File: src/logic/io_sched_map.svh
// Offsets, field positions, reset values and timing counts of the scheduler.
// Assumes a 100 MHz pclk; included by both ends and the interface.
`ifndef IO_SCHED_MAP_SVH
`define IO_SCHED_MAP_SVH
`define CLK_NS 10
`define TICK_US 10
`define TICK_CYC ((`TICK_US * 1000) / `CLK_NS)
`define SAMPLE_MIN_TICKS 30
`define SAMPLE_MAX_TICKS 2500
`define SAMPLE_RST_TICKS 100
`define PI_RST_TICKS 500
`define N_IN 4
`define N_OUT 2
`define CH_W 16
`define KEY_W 16
`define KEY_RST 16'h5a5a
`define REG_CTRL 12'h000
`define REG_SAMPLE 12'h004
`define REG_PI 12'h008
`define REG_STATUS 12'h00c
`define REG_KEY 12'h010
`define REG_OUT0 12'h014
`define REG_OUT1 12'h018
`define REG_IN0 12'h020
`define CTRL_CONNECT 0
`define CTRL_LISTEN 1
`define CTRL_DROP 2
`define CTRL_CAL 3
`define ST_OWNED 0
`define ST_REJECT 1
`define ST_FAULT 2
`define ST_LISTEN 3
`define ST_PRESENT 4
`endif

File: src/logic/io_sched_pkg.sv
// Types shared by both ends of the scheduler link.
// Assumes the map header for the channel and key widths; command and state codes are literal.
`include "io_sched_map.svh"
package io_sched_pkg;
    typedef logic [`CH_W-1:0] chan_t;
    typedef logic [`KEY_W-1:0] key_t;
    typedef enum logic [2:0] {
        CMD_NONE = 3'h0,
        CMD_PROBE = 3'h1,
        CMD_CONFIG = 3'h2,
        CMD_OUTPUT = 3'h3,
        CMD_LISTEN = 3'h4,
        CMD_DROP = 3'h5
    } cmd_e;
    typedef enum logic [1:0] {
        ST_IDLE = 2'b00,
        ST_OWNED = 2'b01,
        ST_REJECTED = 2'b11
    } conn_e;
endpackage

File: src/logic/io_sched_if.sv
// Backplane link between owner controller and the analog I/O scheduler.
// Single clock; commands and multicasts are one-cycle valid pulses.
`timescale 1ns/100ps
`include "io_sched_map.svh"
interface io_sched_if (
    input wire logic pclk,
    input wire logic presetn
);
    import io_sched_pkg::*;
    cmd_e cmd;
    logic cmd_valid;
    logic [31:0] cmd_data;
    logic [`KEY_W-1:0] cmd_key;
    logic present;
    logic ack;
    logic nak;
    logic mc_valid;
    logic mc_fresh;
    logic [`N_IN*`CH_W-1:0] mc_in;
    logic [`N_OUT*`CH_W-1:0] mc_echo;
    logic mc_listen;
    modport owner (output cmd, cmd_valid, cmd_data, cmd_key,
        input present, ack, nak, mc_valid, mc_fresh, mc_in, mc_echo,
        mc_listen);
    modport device (input cmd, cmd_valid, cmd_data, cmd_key,
        output present, ack, nak, mc_valid, mc_fresh, mc_in, mc_echo,
        mc_listen);
endinterface

File: src/logic/io_sched_owner.sv
// Owner controller end: APB registers drive the link to the I/O scheduler.
// Assumes an APB master on pclk; slave answers with pready always high.
`timescale 1ns/100ps
`include "io_sched_map.svh"
module io_sched_owner #(
    parameter int TICK_CYCLES = `TICK_CYC
) (
    input wire logic pclk,
    input wire logic presetn,
    input wire logic psel,
    input wire logic penable,
    input wire logic pwrite,
    input wire logic [11:0] paddr,
    input wire logic [31:0] pwdata,
    output logic [31:0] prdata,
    output logic pready,
    output logic pslverr,
    io_sched_if.owner link
);
    import io_sched_pkg::*;
    if (TICK_CYCLES < 2 || TICK_CYCLES > 65536) begin : g_bad_tick
        $error("TICK_CYCLES out of range");
    end
    typedef struct packed {
        logic [15:0] sample_ticks;
        logic [15:0] pi_ticks;
        logic [`KEY_W-1:0] key;
        logic [`N_OUT*`CH_W-1:0] out;
        logic [`N_IN*`CH_W-1:0] in;
        logic [`N_OUT*`CH_W-1:0] echo;
        logic owned;
        logic reject;
        logic fault;
        logic listen;
        logic want;
        logic cfg_sent;
        logic [15:0] pi_cnt;
        logic [15:0] pre;
        cmd_e cmd;
        logic cmd_valid;
        logic [31:0] cmd_data;
        logic [31:0] rdata;
    } own_s;
    own_s r;
    own_s next_r;
    logic wr;
    logic rd;
    logic tick;
    function automatic logic [31:0] read_reg(input own_s s,
        input logic [11:0] a);
        if (a == `REG_SAMPLE) read_reg = {16'h0000, s.sample_ticks};
        else if (a == `REG_PI) read_reg = {16'h0000, s.pi_ticks};
        else if (a == `REG_STATUS)
            read_reg = {27'h0, link.present, s.listen, s.fault,
                s.reject, s.owned};
        else if (a == `REG_KEY) read_reg = {16'h0000, s.key};
        else if (a == `REG_OUT0) read_reg = {16'h0000, s.out[15:0]};
        else if (a == `REG_OUT1) read_reg = {16'h0000, s.out[31:16]};
        else if (a == `REG_IN0) read_reg = s.in[31:0];
        else if (a == `REG_IN0 + 12'h004) read_reg = s.in[63:32];
        else if (a == `REG_IN0 + 12'h008) read_reg = s.echo;
        else read_reg = 32'h00000000;
    endfunction
    always_comb begin
        next_r = r;
        next_r.cmd_valid = 1'b0;
        next_r.cmd = CMD_NONE;
        wr = psel && penable && pwrite;
        rd = psel && !penable && !pwrite;
        if (rd) next_r.rdata = read_reg(r, paddr);
        if (wr) begin
            if (paddr == `REG_CTRL) begin
                if (pwdata[`CTRL_CONNECT]) begin
                    next_r.want = 1'b1;
                    next_r.cfg_sent = 1'b0;
                    next_r.reject = 1'b0;
                end
                if (pwdata[`CTRL_LISTEN]) begin
                    next_r.cmd = CMD_LISTEN;
                    next_r.cmd_valid = 1'b1;
                end
                if (pwdata[`CTRL_DROP]) begin
                    next_r.want = 1'b0;
                    next_r.owned = 1'b0;
                    next_r.cmd = CMD_DROP;
                    next_r.cmd_valid = 1'b1;
                end
            end else if (paddr == `REG_SAMPLE) begin
                next_r.sample_ticks = pwdata[15:0];
            end else if (paddr == `REG_PI) begin
                next_r.pi_ticks = pwdata[15:0];
            end else if (paddr == `REG_KEY) begin
                next_r.key = pwdata[`KEY_W-1:0];
            end else if (paddr == `REG_OUT0) begin
                next_r.out[15:0] = pwdata[15:0];
            end else if (paddr == `REG_OUT1) begin
                next_r.out[31:16] = pwdata[15:0];
            end else if (paddr == `REG_STATUS) begin
                next_r.fault = r.fault && !pwdata[`ST_FAULT];
            end
        end
        tick = r.pre == 16'(TICK_CYCLES - 1);
        next_r.pre = tick ? 16'h0000 : r.pre + 16'h0001;
        // Check link.present, then send configuration once
        if (r.want && !r.owned && !r.cfg_sent && link.present
            && !next_r.cmd_valid) begin
            next_r.cmd = CMD_CONFIG;
            next_r.cmd_valid = 1'b1;
            next_r.cmd_data = {r.pi_ticks, r.sample_ticks};
            next_r.cfg_sent = 1'b1;
        end
        if (link.ack && r.cfg_sent && !r.owned && r.want) begin
            next_r.owned = 1'b1;
            next_r.pi_cnt = 16'h0000;
        end
        if (link.nak && r.cfg_sent && !r.owned) next_r.reject = 1'b1;
        // Outputs go out only on the interval
        if (r.owned && tick) begin
            next_r.pi_cnt = r.pi_cnt + 16'h0001;
            if (r.pi_cnt + 16'h0001 >= r.pi_ticks
                && !next_r.cmd_valid) begin
                next_r.pi_cnt = 16'h0000;
                next_r.cmd = CMD_OUTPUT;
                next_r.cmd_valid = 1'b1;
                next_r.cmd_data = r.out;
            end
        end
        // Inputs arrive unasked
        if (link.mc_valid) begin
            next_r.in = link.mc_in;
            next_r.echo = link.mc_echo;
        end
        next_r.listen = link.mc_listen;
        // Broken connection sets a sticky fault
        if (r.owned && !link.present) begin
            next_r.owned = 1'b0;
            next_r.fault = 1'b1;
        end
    end
    always_ff @(posedge pclk or negedge presetn) begin
        if (!presetn) begin
            r <= '0;
            r.sample_ticks <= 16'(`SAMPLE_RST_TICKS);
            r.pi_ticks <= 16'(`PI_RST_TICKS);
            r.key <= `KEY_RST;
            r.cmd <= CMD_NONE;
        end else begin
            r <= next_r;
        end
    end
    assign prdata = r.rdata;
    assign pready = 1'b1;
    assign pslverr = 1'b0;
    assign link.cmd = r.cmd;
    assign link.cmd_valid = r.cmd_valid;
    assign link.cmd_data = r.cmd_data;
    assign link.cmd_key = r.key;
endmodule

File: src/flat_wrapper.sv
// flat-port wrapper written by rule: the top's interface ports become plain ports
module io_sched_owner_flat import io_sched_pkg::*;
#(
    parameter int TICK_CYCLES = `TICK_CYC
)
  (pclk, presetn, psel, penable, pwrite, paddr, pwdata, prdata, pready, pslverr, link_cmd, link_cmd_valid, link_cmd_data, link_cmd_key, link_present, link_ack, link_nak, link_mc_valid, link_mc_fresh, link_mc_in, link_mc_echo, link_mc_listen);
  io_sched_if link_i (.pclk(pclk), .presetn(presetn));
  input wire logic pclk;
  input wire logic presetn;
  input wire logic psel;
  input wire logic penable;
  input wire logic pwrite;
  input wire logic [11:0] paddr;
  input wire logic [31:0] pwdata;
  output logic [31:0] prdata;
  output logic pready;
  output logic pslverr;
  output wire logic [$bits(link_i.cmd)-1:0] link_cmd;
  output wire logic [$bits(link_i.cmd_valid)-1:0] link_cmd_valid;
  output wire logic [$bits(link_i.cmd_data)-1:0] link_cmd_data;
  output wire logic [$bits(link_i.cmd_key)-1:0] link_cmd_key;
  input wire logic [$bits(link_i.present)-1:0] link_present;
  input wire logic [$bits(link_i.ack)-1:0] link_ack;
  input wire logic [$bits(link_i.nak)-1:0] link_nak;
  input wire logic [$bits(link_i.mc_valid)-1:0] link_mc_valid;
  input wire logic [$bits(link_i.mc_fresh)-1:0] link_mc_fresh;
  input wire logic [$bits(link_i.mc_in)-1:0] link_mc_in;
  input wire logic [$bits(link_i.mc_echo)-1:0] link_mc_echo;
  input wire logic [$bits(link_i.mc_listen)-1:0] link_mc_listen;
  assign link_cmd = link_i.cmd;
  assign link_cmd_valid = link_i.cmd_valid;
  assign link_cmd_data = link_i.cmd_data;
  assign link_cmd_key = link_i.cmd_key;
  assign link_i.present = link_present;
  assign link_i.ack = link_ack;
  assign link_i.nak = link_nak;
  assign link_i.mc_valid = link_mc_valid;
  assign link_i.mc_fresh = link_mc_fresh;
  assign link_i.mc_in = link_mc_in;
  assign link_i.mc_echo = link_mc_echo;
  assign link_i.mc_listen = link_mc_listen;
  io_sched_owner #(.TICK_CYCLES(TICK_CYCLES)) u_core (.pclk(pclk), .presetn(presetn), .psel(psel), .penable(penable), .pwrite(pwrite), .paddr(paddr), .pwdata(pwdata), .prdata(prdata), .pready(pready), .pslverr(pslverr), .link(link_i));
endmodule
File: config.mk
export PLATFORM = sky130hd
export DESIGN_NAME = io_sched_owner_flat
export DESIGN_NICKNAME = d
export VERILOG_FILES = /design/src/logic/io_sched_pkg.sv /design/src/logic/io_sched_if.sv /design/src/logic/io_sched_owner.sv /design/src/flat_wrapper.sv
export VERILOG_INCLUDE_DIRS = /design/src /design/src/logic
export SDC_FILE = /design/constraint.sdc
export NUM_CORES = 1
export LEC_CHECK = 0
export ABC_CLOCK_PERIOD_IN_PS = 5050
export BUFFER_PORTS_ARGS = -buffer_cell sky130_fd_sc_hd__buf_4
export CAP_MARGIN = 20
export CELL_PAD_IN_SITES_DETAIL_PLACEMENT = 1
export CELL_PAD_IN_SITES_GLOBAL_PLACEMENT = 2
export CORE_MARGIN = 4
export CORE_UTILIZATION = 30
export DETAILED_ROUTE_END_ITERATION = 12
export PLACE_DENSITY_LB_ADDON = 0.08
export SYNTH_ARGS = -nofsm -noshare
export SYNTH_HDL_FRONTEND = slang
export SYNTH_SLANG_ARGS = --single-unit
File: constraint.sdc
create_clock -name pclk -period 5.05 [get_ports pclk]
set_input_delay 0.7575 -clock pclk [delete_from_list [all_inputs] [get_ports pclk]]
set_output_delay 0.7575 -clock pclk [all_outputs]
set_load 0.03 [all_outputs]
Word-level counts from Yosys, hierarchy flattened

Index checks and enable logic that the tools add are counted.
W data, S select, Z words.

Word-level logic and storage cells: 132
Register bits: 282

Reductions and logical operators: 49
Magnitude comparators: 1
Add/sub/neg operators: 2
Equality and inequality tests: 16
Bitwise logic cells: 5
Multiplexer cells: 40

Operator list:

| kind                    | number |
|---|---|
| $mux W32                | 9 |
| $mux W36                | 3 |
| $mux W16                | 4 |
| $eq A12 B5 Y1 const B   | 3 |
| $eq A12 B6 Y1 const B   | 3 |
| $add A16 B1 Y16 const B | 2 |
| $eq A12 B4 Y1 const B   | 2 |
| $reduce_bool A2 Y1      | 10 |
| $logic_and A1 B1 Y1     | 17 |
| $mux W1                 | 17 |
| $eq A16 B10 Y1 const B  | 1 |
| $ge A16 B16 Y1          | 1 |
| $mux W4                 | 4 |
| $reduce_and A3 Y1       | 5 |
| $eq A12 B3 Y1 const B   | 1 |
| $logic_not A12 Y1       | 1 |
| $ne A2 B2 Y1 const B    | 6 |
| $reduce_bool A3 Y1      | 3 |
| $logic_not A1 Y1        | 8 |
| $reduce_and A8 Y1       | 1 |
| $reduce_and A7 Y1       | 1 |
| $reduce_and A6 Y1       | 1 |
| $not A1 Y1              | 5 |
| $reduce_and A5 Y1       | 1 |
| 3 further kinds         | 4 |

Logic depth before layout (Yosys ltp)

Word-level depth: 12
Mapped depth: 14
Depth with buffers taken out: 13

Worst setup path after synthesis

Ideal clock, no wire load.

Path kind: flip-flop to flip-flop
Start: reg u_core.r[84] in the netlist's numbering
End: reg u_core.r (netlist bit u_core.link.cmd_data[10])
Arrival time: 3685 ps
Stages on the path, launching flop included: 15
Path buffers: 1
Clock period less this slack: 3810 ps
Path slack: 1240 ps
Cell sequence: dfrtp_1 > ha_1 > nand3_1 > nor3_1 > and3_1 > nand2b_1 > nand2_1 > ha_1 > a21o_1 > a21oi_1 > or4b_2 > or2_2 > nand4_1 > buf_2 > mux2_2

RTL lines:

| element                | RTL line              | source |
|---|---|---|
| from (decl)            | io_sched_owner.sv:44  | `own_s r;` |
| from (signal assigned) | io_sched_owner.sv:148 | `r <= next_r;` |

==> results.ini <==
[timing]
min_period_over_period = 0.819
hold_violations = 0
finalWorstSetupSlack_ns = 0.912
holdWs_ns = 0.193
setup_viol = 0
setup_tns_ns = 0
worstMarginPinSlew_ns = 1.07
slew_violations = 0
rsz0062_at_grt = false
fmax_mhz = 242
finClkSkew_ns = 0.0149
relSlewSlack = 0.282
period_minus_slack_ns = 4.14

[synth]
synth_largest_area_cell = dfrtp_1
synth_edf_count = 0
synth_commonest_cells = dfrtp_1, mux2_2, buf_4
avgSynthCellArea_um2 = 11.9
synthesis.area_mm2 = 0.0138
synthCells = 1153
async_flop_share = 1.00
yosysWarnings = 0
synth-main-ff-cell = dfrtp_1
yosysMostFrequentCell = dfrtp_1
synth.distinct_cells = 63
synth_top_area_frac = 0.481
ys_ff_latch = 282
synth_area_leaders = dfrtp_1, mux2_2, buf_4, dfstp_2, mux2_4
synth-seq-area-share = 0.514
synth_nets = 1322

[floorplan]
die_area_mm2 = 0.0494
core.rowCount = 78
die_w_um = 222
die_y_um = 222
initial_core_util = 0.304
ios = 237
core_area_mm2 = 0.0454

[global_routing]
grtUsageMet3 = 0.0347
grt_max_degree = 106
grt_pass1_wl_um = 68100
grt_pass1_vias = 10245
antenna_found_initial = 3
grt_overflow = 0
grt_use_met2 = 0.290
grtUsageMet1 = 0.254
track_usage = 0.180
top_usage_layer = met2

[clocking]
htree_levels = 2
postCtsHoldBufs = 0
cts_root_buffer = clkbuf_16
cts_tree = yes
cts_resized = 0
cts_setup_buffers = 0
numCtsBuffers = 35
clk_pin_slew_ns = 0.06
clock_path_buffers = 3
clk-insertion-delay-late_ns = 0.54
cts.sinks = 282

[power]
power.density_mw_per_mm2 = 336
ir_worst_vdd_mv = 0.241
power.total_mw = 5.60
p_leak_nw = 7.75

[detailed_routing]
postRouteAntennaNets = 0
firstDrtPassIters = 6
wl_per_cell_um = 23.5
num_vias = 9577
viasPerCell = 5.00
drc = 0
routed_wl_um = 45000
drtIter0Drc = 629

[placed_design]
hpwl_um = 31900
portBuffers = 217
routabilityCongestion = 0.745
preCtsSetupSlack_ns = 0.899
dp_cells = 1855

[setup_path]
critPathLaunchType = flip-flop
critPathRequiredTime_ns = 5.46
endpoint_kind = flip-flop
crit_type = reg2reg
crit_fanout = 33
cp.arrival_ns = 4.55

[layout]
area_growth_pct = 21.1
finalNonFillerCells = 1917
drive_above_1_share = 0.424
nNetsFinal = 1461
diodes = 0

[min_path]
hp-class = in2async

[job]
maxCapViolations = 0

[run_status]
status = finished clean

-- metal layers --
layer  vias to the layer above  routed length [um]
li1                       4411                   -
met1                      4940               21300
met2                       178               21200
met3                        46                1790
met4                         2                 722
met5                         -                  20
-- stage by stage --
stage	util	instance area (um^2)
CTS	0.368	16700
floorplan	-	13800
detailed placement	0.343	15600
finish	0.368	16700
global placement	0.343	15600
global route	0.368	16700
-- layout make-up --
class                      count  area, um^2
sequential                   282        7080
clock inverter                 5        50.0
multi-input combinational    705        5770
tap                          600         751
clock buffer                  57        1050
fill                        4905       28700
timing repair buffer         247        1900
inverter                      21        78.8
-- layout by cell type (no fill, tap or decap), types with 14 or more instances in the layout --
master and count:
o21ai_0 64, mux2_2 199, nand3_1 16, or3_1 18
nor2_1 36, a22oi_1 28, a221oi_1 17, clkbuf_16 37
nand2b_1 14, mux2_4 28, dfstp_2 17, clkbuf_1 15
buf_4 243, dfrtp_1 265, inv_1 21, a21o_1 22
ha_1 18, nand2_1 71, a22o_1 16, a21oi_1 22
a222oi_1 16
-- report_power, final --
| part | switching [mW] | internal (mW) | total, mW |
|---|---|---|---|
| registers | 0.102 | 2.39 | 2.50 |
| clock network | 0.974 | 1.47 | 2.44 |
| logic | 0.343 | 0.314 | 0.657 |
-- sequential cells by signal (all words and copies together) (netlist names) --
name,flops
u_core.r,198
u_core.link.cmd_data,32
u_core.prdata,32
u_core.link.cmd_key,16
u_core.link.cmd,3
u_core.link.cmd_valid,1
-- path summary, 6_finish.rpt --
check	start	end	slack, ns	depth (start not counted)
max	u_core.r[84]	u_core.link.cmd_data[23]	0.91	15
min	presetn	u_core.r[165]	0.19	1
max reg2reg	u_core.r[84]	u_core.link.cmd_data[23]	0.91	15
min reg2reg	u_core.r[83]	u_core.r[83]	0.47	1
max in group asynchronous	presetn	u_core.link.cmd_data[26]	3.70	2
min in group pclk	link_mc_listen	u_core.r[102]	0.33	1
-- cells by family after synthesis --
| kind of cell | count (synthesis) | synth area share |
|---|---|---|
| and+or+nand+nor | 220 | 0.0809 |
| muxes | 227 | 0.193 |
| adders and majority gates | 18 | 0.0164 |
| DFF | 282 | 0.514 |
| xor gates and xnor gates | 19 | 0.0121 |
| other | 2 | 0.000545 |
| buffers and inverters | 166 | 0.0714 |
| AOI/OAI and AO/OA | 219 | 0.112 |
-- worst max-delay path, cell delays in order, from the launching register on --
cell,delay (ns)
dfrtp_1,0.41
ha_1,0.21
nand3_1,0.17
nor3_1,0.22
buf_4,0.16
and3_1,0.16
nand2b_1,0.13
nand2_1,0.06
ha_1,0.31
a21o_1,0.19
a21oi_1,0.18
or4b_2,0.63
or2_2,0.35
nand4_1,0.15
buf_12,0.24
mux2_2,0.38
No activity file was read; power rests on OpenSTA's default activity.
